==> src/kil_pkg.sv <==
// constants shared by the keypad interrupt logic files
// assumes a byte-addressed avalon-mm slave with 32-bit data
package kil_pkg;

  localparam int unsigned CLK_HZ = 25000000;
  localparam int unsigned PIN_COUNT = 5;
  localparam int unsigned ADDR_W = 8;
  localparam int unsigned DATA_W = 32;
  localparam int unsigned SYNC_STAGES = 2;

  // register indices; byte address is four times the index
  localparam logic [5:0] IDX_STATUS_CONTROL = 6'h1a;
  localparam logic [5:0] IDX_PIN_ENABLE = 6'h1b;
  localparam logic [5:0] IDX_EVT_STATUS = 6'h1c;
  localparam logic [5:0] IDX_EVT_CLEAR = 6'h1d;
  localparam logic [5:0] IDX_EVT_ENABLE = 6'h1e;

  // status and control field positions
  localparam int unsigned BIT_SENSITIVITY = 0;
  localparam int unsigned BIT_MASK = 1;
  localparam int unsigned BIT_ACK = 2;
  localparam int unsigned BIT_PENDING = 3;

  // reset values
  localparam logic RST_SENSITIVITY = 1'b0;
  localparam logic RST_MASK = 1'b0;
  localparam logic [4:0] RST_PIN_ENABLE = 5'h00;
  localparam logic RST_PENDING = 1'b0;

  // event bits of the interrupt status register
  localparam int unsigned EVT_COUNT = 2;
  localparam int unsigned EVT_REQUEST = 0;
  localparam int unsigned EVT_RELEASE = 1;
  localparam logic [1:0] RST_EVT = 2'h0;

  // bus handshake states
  typedef enum logic [1:0] {
    KIL_BUS_IDLE = 2'b01,
    KIL_BUS_ACK = 2'b10
  } kil_bus_state_type;

endpackage

==> src/kil_sync.sv <==
// two-flop synchroniser for a vector of pin levels
// assumes the inputs are asynchronous to core_clk_i
`timescale 1ns/1ps
`default_nettype none
module kil_sync (
  input wire logic core_clk_i,
  input wire logic reset_n_i,
  input wire logic [kil_pkg::PIN_COUNT-1:0] async_i,
  output logic [kil_pkg::PIN_COUNT-1:0] sync_o
);

  logic [kil_pkg::PIN_COUNT-1:0] stage1_reg;
  logic [kil_pkg::PIN_COUNT-1:0] stage2_reg;

  // pins idle high, so reset to all ones to avoid a false fall
  always_ff @(posedge core_clk_i or negedge reset_n_i) begin
    if (!reset_n_i) begin
      stage1_reg <= 5'h1f;
      stage2_reg <= 5'h1f;
    end else begin
      stage1_reg <= async_i;
      stage2_reg <= stage1_reg;
    end
  end

  assign sync_o = stage2_reg;

endmodule
`default_nettype wire

==> src/kil_irq_regs.sv <==
// sticky event status, enable and write-one-to-clear logic
// assumes event pulses and writes come from the core_clk_i domain
`timescale 1ns/1ps
`default_nettype none
module kil_irq_regs (
  input wire logic core_clk_i,
  input wire logic reset_n_i,
  input wire logic [kil_pkg::EVT_COUNT-1:0] event_i,
  input wire logic enable_we_i,
  input wire logic clear_we_i,
  input wire logic [kil_pkg::EVT_COUNT-1:0] wdata_i,
  output logic [kil_pkg::EVT_COUNT-1:0] status_o,
  output logic [kil_pkg::EVT_COUNT-1:0] enable_o,
  output logic irq_o
);

  logic [kil_pkg::EVT_COUNT-1:0] status_reg;
  logic [kil_pkg::EVT_COUNT-1:0] status_next;
  logic [kil_pkg::EVT_COUNT-1:0] enable_reg;
  logic [kil_pkg::EVT_COUNT-1:0] enable_next;
  logic irq_reg;
  logic irq_next;

  // a new event wins over a clear in the same cycle
  assign status_next = (status_reg & ~(clear_we_i ? wdata_i : 2'h0))
    | event_i;
  assign enable_next = enable_we_i ? wdata_i : enable_reg;
  assign irq_next = |(status_next & enable_next);

  always_ff @(posedge core_clk_i or negedge reset_n_i) begin
    if (!reset_n_i) begin
      status_reg <= kil_pkg::RST_EVT;
      enable_reg <= kil_pkg::RST_EVT;
      irq_reg <= 1'b0;
    end else begin
      status_reg <= status_next;
      enable_reg <= enable_next;
      irq_reg <= irq_next;
    end
  end

  assign status_o = status_reg;
  assign enable_o = enable_reg;
  assign irq_o = irq_reg;

endmodule
`default_nettype wire

==> src/kil_top.sv <==
// keypad interrupt logic: five pins, pending latch, mask, acknowledge
// assumes pins are asynchronous, break and vector-fetch inputs are
// synchronous to core_clk_i, and an avalon-mm master with waitrequest
//
// How it works
// [RULE1] processor request drives only while pending and unmasked
// [RULE2] software masks, enables pins, acknowledges, then unmasks
// [RULE3] level mode: software delays acknowledge until pullups settle
// [RULE4] alternative: drive pins high as outputs before enabling
// [RULE5] logic keeps running in wait; unmasked request wakes cpu
// [RULE6] logic keeps running in stop; unmasked request wakes cpu
// [RULE7] break clear enabled: acknowledge works and flag stays cleared
// [RULE8] break clear disabled: acknowledge writes in break are ignored
// [RULE9] status bits seven to four read zero, writes ignored
// [RULE10] read-only pending flag shows latch; reset clears it
// [RULE11] acknowledge bit is write-one-to-clear and always reads zero
// [RULE12] mask bit read/write; set blocks requests; reset clears
// [RULE13] sensitivity bit: one edge and level, zero edge only
// [RULE14] per-pin enable bits; clear bit excludes pin; reset clears
// [RULE15] latch on first enabled low after all enabled high
// [RULE16] level mode clears after acknowledge and full release
// [RULE17] vector fetch acts exactly as an acknowledge write; here a fetch also acknowledges in break with break clear disabled
// [RULE18] edge mode clears at once on acknowledge or fetch
//
// Our own choices: the Avalon-MM interface to the registers and the address map.
`timescale 1ns/1ps
`default_nettype none
module kil_top (
  input wire logic core_clk_i,
  input wire logic reset_n_i,
  // avalon-mm slave
  input wire logic [kil_pkg::ADDR_W-1:0] address_i,
  input wire logic read_i,
  input wire logic write_i,
  input wire logic [3:0] byteenable_i,
  input wire logic [kil_pkg::DATA_W-1:0] writedata_i,
  output logic [kil_pkg::DATA_W-1:0] readdata_o,
  output logic waitrequest_o,
  // keypad pins and processor side
  input wire logic [kil_pkg::PIN_COUNT-1:0] keypad_irq_pin_i,
  input wire logic vector_fetch_i,
  input wire logic break_active_i,
  input wire logic break_clear_enable_i,
  output logic keypad_irq_o,
  output logic wakeup_o,
  output logic irq_o
);

  // bus handshake
  kil_pkg::kil_bus_state_type bus_state_reg;
  kil_pkg::kil_bus_state_type bus_state_next;
  logic waitrequest_reg;
  logic waitrequest_next;
  logic [kil_pkg::DATA_W-1:0] readdata_reg;
  logic [kil_pkg::DATA_W-1:0] readdata_next;

  // control registers
  logic sensitivity_reg;
  logic sensitivity_next;
  logic mask_reg;
  logic mask_next;
  logic [kil_pkg::PIN_COUNT-1:0] pin_enable_reg;
  logic [kil_pkg::PIN_COUNT-1:0] pin_enable_next;

  // request latch
  logic pending_reg;
  logic pending_next;
  logic ack_seen_reg;
  logic ack_seen_next;
  logic any_low_reg;
  logic keypad_irq_reg;
  logic keypad_irq_next;
  logic wakeup_reg;

  // decode and datapath wires
  wire logic [kil_pkg::PIN_COUNT-1:0] pins_sync;
  wire logic [5:0] reg_index;
  wire logic bus_req;
  wire logic bus_commit;
  wire logic wr_commit;
  wire logic low_byte_we;
  wire logic sel_status;
  wire logic sel_enable;
  wire logic sel_evt_status;
  wire logic sel_evt_clear;
  wire logic sel_evt_enable;
  wire logic ack_write;
  wire logic ack_blocked;
  wire logic acknowledge;
  wire logic any_low;
  wire logic fall_event;
  wire logic release_event;
  wire logic [7:0] status_byte;
  wire logic [7:0] read_byte;
  wire logic [kil_pkg::EVT_COUNT-1:0] evt_status;
  wire logic [kil_pkg::EVT_COUNT-1:0] evt_enable;
  wire logic [kil_pkg::EVT_COUNT-1:0] evt_pulse;

  // select one register from the word index
  function automatic logic hit(input logic [5:0] idx,
                               input logic [5:0] want);
    hit = (idx == want);
  endfunction

  kil_sync u_sync (
    .core_clk_i(core_clk_i),
    .reset_n_i(reset_n_i),
    .async_i(keypad_irq_pin_i),
    .sync_o(pins_sync)
  );

  assign reg_index = address_i[7:2];
  assign bus_req = read_i | write_i;
  // a request completes at the edge where waitrequest is seen low
  assign bus_commit = bus_req & ~waitrequest_reg;
  assign wr_commit = write_i & bus_commit;
  // all fields sit in the low byte lane
  assign low_byte_we = wr_commit & byteenable_i[0];

  assign sel_status = hit(reg_index, kil_pkg::IDX_STATUS_CONTROL);
  assign sel_enable = hit(reg_index, kil_pkg::IDX_PIN_ENABLE);
  assign sel_evt_status = hit(reg_index, kil_pkg::IDX_EVT_STATUS);
  assign sel_evt_clear = hit(reg_index, kil_pkg::IDX_EVT_CLEAR);
  assign sel_evt_enable = hit(reg_index, kil_pkg::IDX_EVT_ENABLE);

  // acknowledge sources
  assign ack_write = low_byte_we & sel_status
    & writedata_i[kil_pkg::BIT_ACK];
  // during break the write only counts when clearing is allowed
  assign ack_blocked = break_active_i & ~break_clear_enable_i; // [RULE8]
  // fetch has the same effect as a software write, but break never blocks a fetch
  assign acknowledge = (ack_write & ~ack_blocked) // [RULE7] [RULE11]
    | vector_fetch_i; // [RULE17]

  // only enabled pins take part
  assign any_low = |(~pins_sync & pin_enable_reg); // [RULE14]
  // first fall after every enabled pin was high
  assign fall_event = any_low & ~any_low_reg; // [RULE15]
  assign release_event = ~any_low & any_low_reg;

  // request latch; a new fall wins over a same-cycle acknowledge
  always_comb begin
    pending_next = pending_reg;
    ack_seen_next = ack_seen_reg;
    if (fall_event) begin
      pending_next = 1'b1; // [RULE15]
      ack_seen_next = 1'b0;
    end else if (pending_reg) begin
      if (!sensitivity_reg) begin
        // edge only: clear even while a pin is held low
        if (acknowledge) begin
          pending_next = 1'b0; // [RULE18]
        end
      end else begin
        // edge and level: acknowledge and release in any order
        if ((acknowledge || ack_seen_reg) && !any_low) begin
          pending_next = 1'b0; // [RULE16]
          ack_seen_next = 1'b0;
        end else if (acknowledge) begin
          ack_seen_next = 1'b1; // [RULE16]
        end
      end
    end else begin
      ack_seen_next = 1'b0;
    end
  end

  // pending shown regardless of mask; request to cpu only unmasked
  assign keypad_irq_next = pending_next & ~mask_next; // [RULE1] [RULE12]

  // control register writes
  assign sensitivity_next = (low_byte_we && sel_status)
    ? writedata_i[kil_pkg::BIT_SENSITIVITY] // [RULE13]
    : sensitivity_reg;
  assign mask_next = (low_byte_we && sel_status)
    ? writedata_i[kil_pkg::BIT_MASK] // [RULE12]
    : mask_reg;
  assign pin_enable_next = (low_byte_we && sel_enable)
    ? writedata_i[kil_pkg::PIN_COUNT-1:0] // [RULE14]
    : pin_enable_reg;

  // upper nibble and acknowledge always read zero
  assign status_byte = {4'h0, // [RULE9]
                        pending_reg, // [RULE10]
                        1'b0, // [RULE11]
                        mask_reg,
                        sensitivity_reg};

  assign read_byte = sel_status ? status_byte
    : sel_enable ? {3'h0, pin_enable_reg}
    : sel_evt_status ? {6'h00, evt_status}
    : sel_evt_enable ? {6'h00, evt_enable}
    : 8'h00;

  assign evt_pulse = {release_event, fall_event};

  kil_irq_regs u_irq (
    .core_clk_i(core_clk_i),
    .reset_n_i(reset_n_i),
    .event_i(evt_pulse),
    .enable_we_i(low_byte_we & sel_evt_enable),
    .clear_we_i(low_byte_we & sel_evt_clear),
    .wdata_i(writedata_i[kil_pkg::EVT_COUNT-1:0]),
    .status_o(evt_status),
    .enable_o(evt_enable),
    .irq_o(irq_o)
  );

  // one wait cycle: data are captured at the same edge where waitrequest drops
  always_comb begin
    bus_state_next = bus_state_reg;
    waitrequest_next = 1'b1;
    readdata_next = readdata_reg;
    case (bus_state_reg)
      kil_pkg::KIL_BUS_IDLE: begin
        if (bus_req) begin
          bus_state_next = kil_pkg::KIL_BUS_ACK;
          waitrequest_next = 1'b0;
          readdata_next = read_i ? {24'h000000, read_byte} : 32'h00000000;
        end
      end
      kil_pkg::KIL_BUS_ACK: begin
        bus_state_next = kil_pkg::KIL_BUS_IDLE;
        waitrequest_next = 1'b1;
      end
      default: begin
        bus_state_next = kil_pkg::KIL_BUS_IDLE;
      end
    endcase
  end

  always_ff @(posedge core_clk_i or negedge reset_n_i) begin
    if (!reset_n_i) begin
      bus_state_reg <= kil_pkg::KIL_BUS_IDLE;
      waitrequest_reg <= 1'b1;
      readdata_reg <= 32'h00000000;
    end else begin
      bus_state_reg <= bus_state_next;
      waitrequest_reg <= waitrequest_next;
      readdata_reg <= readdata_next;
    end
  end

  always_ff @(posedge core_clk_i or negedge reset_n_i) begin
    if (!reset_n_i) begin
      sensitivity_reg <= kil_pkg::RST_SENSITIVITY; // [RULE13]
      mask_reg <= kil_pkg::RST_MASK; // [RULE12]
      pin_enable_reg <= kil_pkg::RST_PIN_ENABLE; // [RULE14]
    end else begin
      sensitivity_reg <= sensitivity_next;
      mask_reg <= mask_next;
      pin_enable_reg <= pin_enable_next;
    end
  end

  // reset clears the request even with a pin held low
  always_ff @(posedge core_clk_i or negedge reset_n_i) begin
    if (!reset_n_i) begin
      pending_reg <= kil_pkg::RST_PENDING; // [RULE10]
      ack_seen_reg <= 1'b0;
      any_low_reg <= 1'b0;
      keypad_irq_reg <= 1'b0;
      wakeup_reg <= 1'b0;
    end else begin
      pending_reg <= pending_next;
      ack_seen_reg <= ack_seen_next;
      any_low_reg <= any_low;
      keypad_irq_reg <= keypad_irq_next; // [RULE1]
      // wake needs this clock; no gating inside the block
      wakeup_reg <= keypad_irq_next; // [RULE5] [RULE6]
    end
  end

  assign readdata_o = readdata_reg;
  assign waitrequest_o = waitrequest_reg;
  assign keypad_irq_o = keypad_irq_reg;
  assign wakeup_o = wakeup_reg;

endmodule
`default_nettype wire

==> config.mk <==
export PLATFORM = sky130hd
export DESIGN_NAME = kil_top
export DESIGN_NICKNAME = d
export VERILOG_FILES = /design/src/kil_pkg.sv /design/src/kil_sync.sv /design/src/kil_irq_regs.sv /design/src/kil_top.sv
export SDC_FILE = /design/constraint.sdc
export NUM_CORES = 1
export LEC_CHECK = 0
export ABC_AREA = 1
export BUFFER_PORTS_ARGS = -buffer_cell sky130_fd_sc_hd__buf_2
export CORE_ASPECT_RATIO = 1.75
export CORE_UTILIZATION = 48
export CTS_CLUSTER_DIAMETER = 30
export CTS_CLUSTER_SIZE = 12
export DETAILED_ROUTE_END_ITERATION = 16
export MAX_ROUTING_LAYER = met4
export PLACE_DENSITY = 0.85
export REMOVE_ABC_BUFFERS = 1
export SYNTH_ARGS = -nofsm -noshare
export SYNTH_HDL_FRONTEND = slang
export SYNTH_SLANG_ARGS = --single-unit
==> constraint.sdc <==
create_clock -name core_clk_i -period 2.55 [get_ports core_clk_i]
set_clock_uncertainty 0.15 [all_clocks]
set_input_delay 0.51 -clock core_clk_i [delete_from_list [all_inputs] [get_ports core_clk_i]]
set_output_delay 0.51 -clock core_clk_i [all_outputs]
set_load 0.05 [all_outputs]
==> results.yml <==
run_status:
  status: "completed"
cts:
  cts_resized: 0
  holdBufCountCts: 0
  cts_buffer_depth: 2
  cts_tree: "done"
  cts-root-buf: "clkbuf_8"
  clock-sinks: 34
  cts-htree-levels: 2
  path_clk_slew_ns: 0.07
  cts_setup_buffers: 0
  clock_latency_ns: 0.29
  cts_inserted_buffers: 5
timing:
  finalMaxSlewViolations: 0
  fin_crit_ns: 1.761
  slew_headroom_pct: 51.44
  finalWorstSetupSlack_ns: 0.7894
  rsz0062_at_grt: "no"
  hold_violations: 0
  finalSetupViolCount: 0
  clock.fmax_mhz: 568.0
  tightest_slew_ns: 0.7284
  min_period_over_period_pct: 69.04
  tns_ns: 0
die:
  io_pins: 92
  rows: 28
  dieWidth_um: 46.93
  die-height_um: 80.62
  start_util_pct: 50.41
  coreArea_um2: 3363
  die_area_um2: 3783
drt:
  dr.first_iter.drc_count: 19
  postRouteAntennaNets: 0
  viasPerCell: 4.474
  num_vias: 1190
  detail_route.first_pass.iterations: 4
  wl_per_cell_um: 10.35
  post-route-drc-count: 0
  routed_wl_um: 2754
flow_run:
  drv_cap: 0
grt:
  antenna_found_initial: 0
  grt.total_usage_pct: 18.34
  grt-ovfl-total: 0
  first_global_vias: 1148
  grt_max_degree: 35
  grt_pass1_wl_um: 4554
worst_setup_path:
  crit_required_ns: 1.89
  crit_chain: "buf_2"
  slowest_stage: "dfstp_2"
  r2r_cells: 9
  crit_path_max_incr_delay_ns: 0.55
  cp_num_buf_inv: 1
  crit_path_start_kind: "flop"
  crit_family: "flip-flops"
  reg2reg_slack_ns: 0.99
  timing.rr.start: "u_sync.sync_o[1]$_DFF_PN1_"
  critical_path_class: "flop to output pin"
  crit_fanout: 2
  arrival_ns: 1.10
  r2r_end: "u_irq.irq_o$_DFF_PN0_"
  crit_path_end_kind: "output pin"
synth:
  yosysWarnings: 0
  synthFlopType: "dfrtp_1"
  ys_async_sr_fraction_pct: 100.0
  yosysUniqueCellTypes: 27
  synth_edf_count: 0
  synth_top_cells_by_area: "dfrtp_1 32%, dfstp_2 19%, buf_4 12%"
  syn-mean-instance-area_um2: 9.264
  synth_common_cells: "31 x nand2_1, 28 x buf_4, 24 x inv_1"
  yosys.area.top_type_share_pct: 32.47
  ys_ff_latch: 34
  yosysMostFrequentCell: "nand2_1"
  yosysSeqAreaShare_pct: 51.07
  netlist_area_um2: 1695
  synth_top_area_cell: "dfrtp_1"
  synthCells: 183
finish:
  drive_gt1_share_pct: 35.75
  fin_util_pct: 56.70
  stdcell_count: 266
  area_growth_pct: 12.47
  antenna_cells: 0
  fin_nets: 276
min_path:
  hold_class: "primary input to async pin"
power_and_ir_drop:
  power.density_nw_per_um2: 737.0
  ir_drop_mv: 0.5508
  p_leak_nw: 1.019
place:
  pre_cts_ws_ns: 0.8336
  placed_cells: 258
  io_buffers: 32
  gp_congestion: 0.7997
  dp_hpwl_um: 2176
==> area by class of cell <==
class	count	area, µm²
tap	45	56.30
inverter	29	108.9
timing repair buffer	32	160.2
multi-input combinational	118	608.1
clock inverter	2	13.76
sequential	34	865.8
fill	309	1456
clock buffer	6	93.84
==> through the flow <==
stage          hold slack (ns)  total power [mW]  instance area (µm²)
4_1_cts                 0.1441             1.415                 1907
6_report                0.1278             1.405                 1907
3_3_place_gp            0.1955            0.9599                 1799
5_1_grt                 0.1478             1.474                 1907
2_1_floorplan          0.06441            0.8946                 1583
3_5_place_dp            0.1973            0.9674                 1799
==> worst max-delay path by stage <==
stage / start / endpoint / cells after the start
2_1_floorplan: wakeup_o$_DFF_PN0_ / keypad_irq_o / 0
3_3_place_gp: address_i[4] / pin_enable_reg[3]$_DFFE_PN0P_ / 7
3_5_place_dp: address_i[5] / readdata_o[0]$_DFFE_PN0P_ / 9
4_1_cts: waitrequest_o$_DFF_PN1_ / waitrequest_o / 1
5_1_grt: waitrequest_o$_DFF_PN1_ / waitrequest_o / 1
6_report: waitrequest_o$_DFF_PN1_ / waitrequest_o / 1
==> metal layers <==
layer,track usage [%],wire length (µm)
met4,16.00,140
met5,-,0
met3,3.371,112
met2,30.14,1529
met1,16.82,971
==> worst reg2reg max path, stage by stage, from the launching register on <==
cell and delay [ns]:
dfstp_2 0.53, inv_1 0.03, nand2_1 0.05, o211ai_1 0.09
nor2_1 0.15, inv_1 0.12, nand2_1 0.13, nand2_1 0.09
nand2_1 0.06, nand2_1 0.05
==> kinds of logic (layout without fill, tap and decap cells) <==
family	Yosys count	count (layout)	share of synthesized area (%)
and+or+nand+nor	65	65	20.66
AOI/OAI and AO/OA	26	26	9.226
DFF	34	34	51.07
buffers and inverters	57	69	18.82
other	1	27	0.2212
==> power breakdown <==
| group | switching (mW) | total [mW] | internal, mW |
|---|---|---|---|
| logic | 0.260 | 0.323 | 0.0631 |
| registers | 0.0259 | 0.635 | 0.609 |
| clock network | 0.196 | 0.448 | 0.252 |
| total | 0.482 | 1.41 | 0.924 |
==> cells in the final DEF (no fill, tap or decap), types with 2 or more instances in the layout <==
cell type and n:
inv_2 4, nor2_1 7, o21ai_1 9, conb_1 27, a21oi_1 7, nand2_1 31
o21ai_0 2, o21ai_2 3, dfrtp_1 22, clkbuf_8 5, nor2_2 3, nand3_1 3
o41ai_1 2, nand3_2 2, buf_2 32, dfstp_2 12, inv_1 24, nand4_1 4
nand2_2 10
No activity file was read; power rests on OpenSTA's default activity.
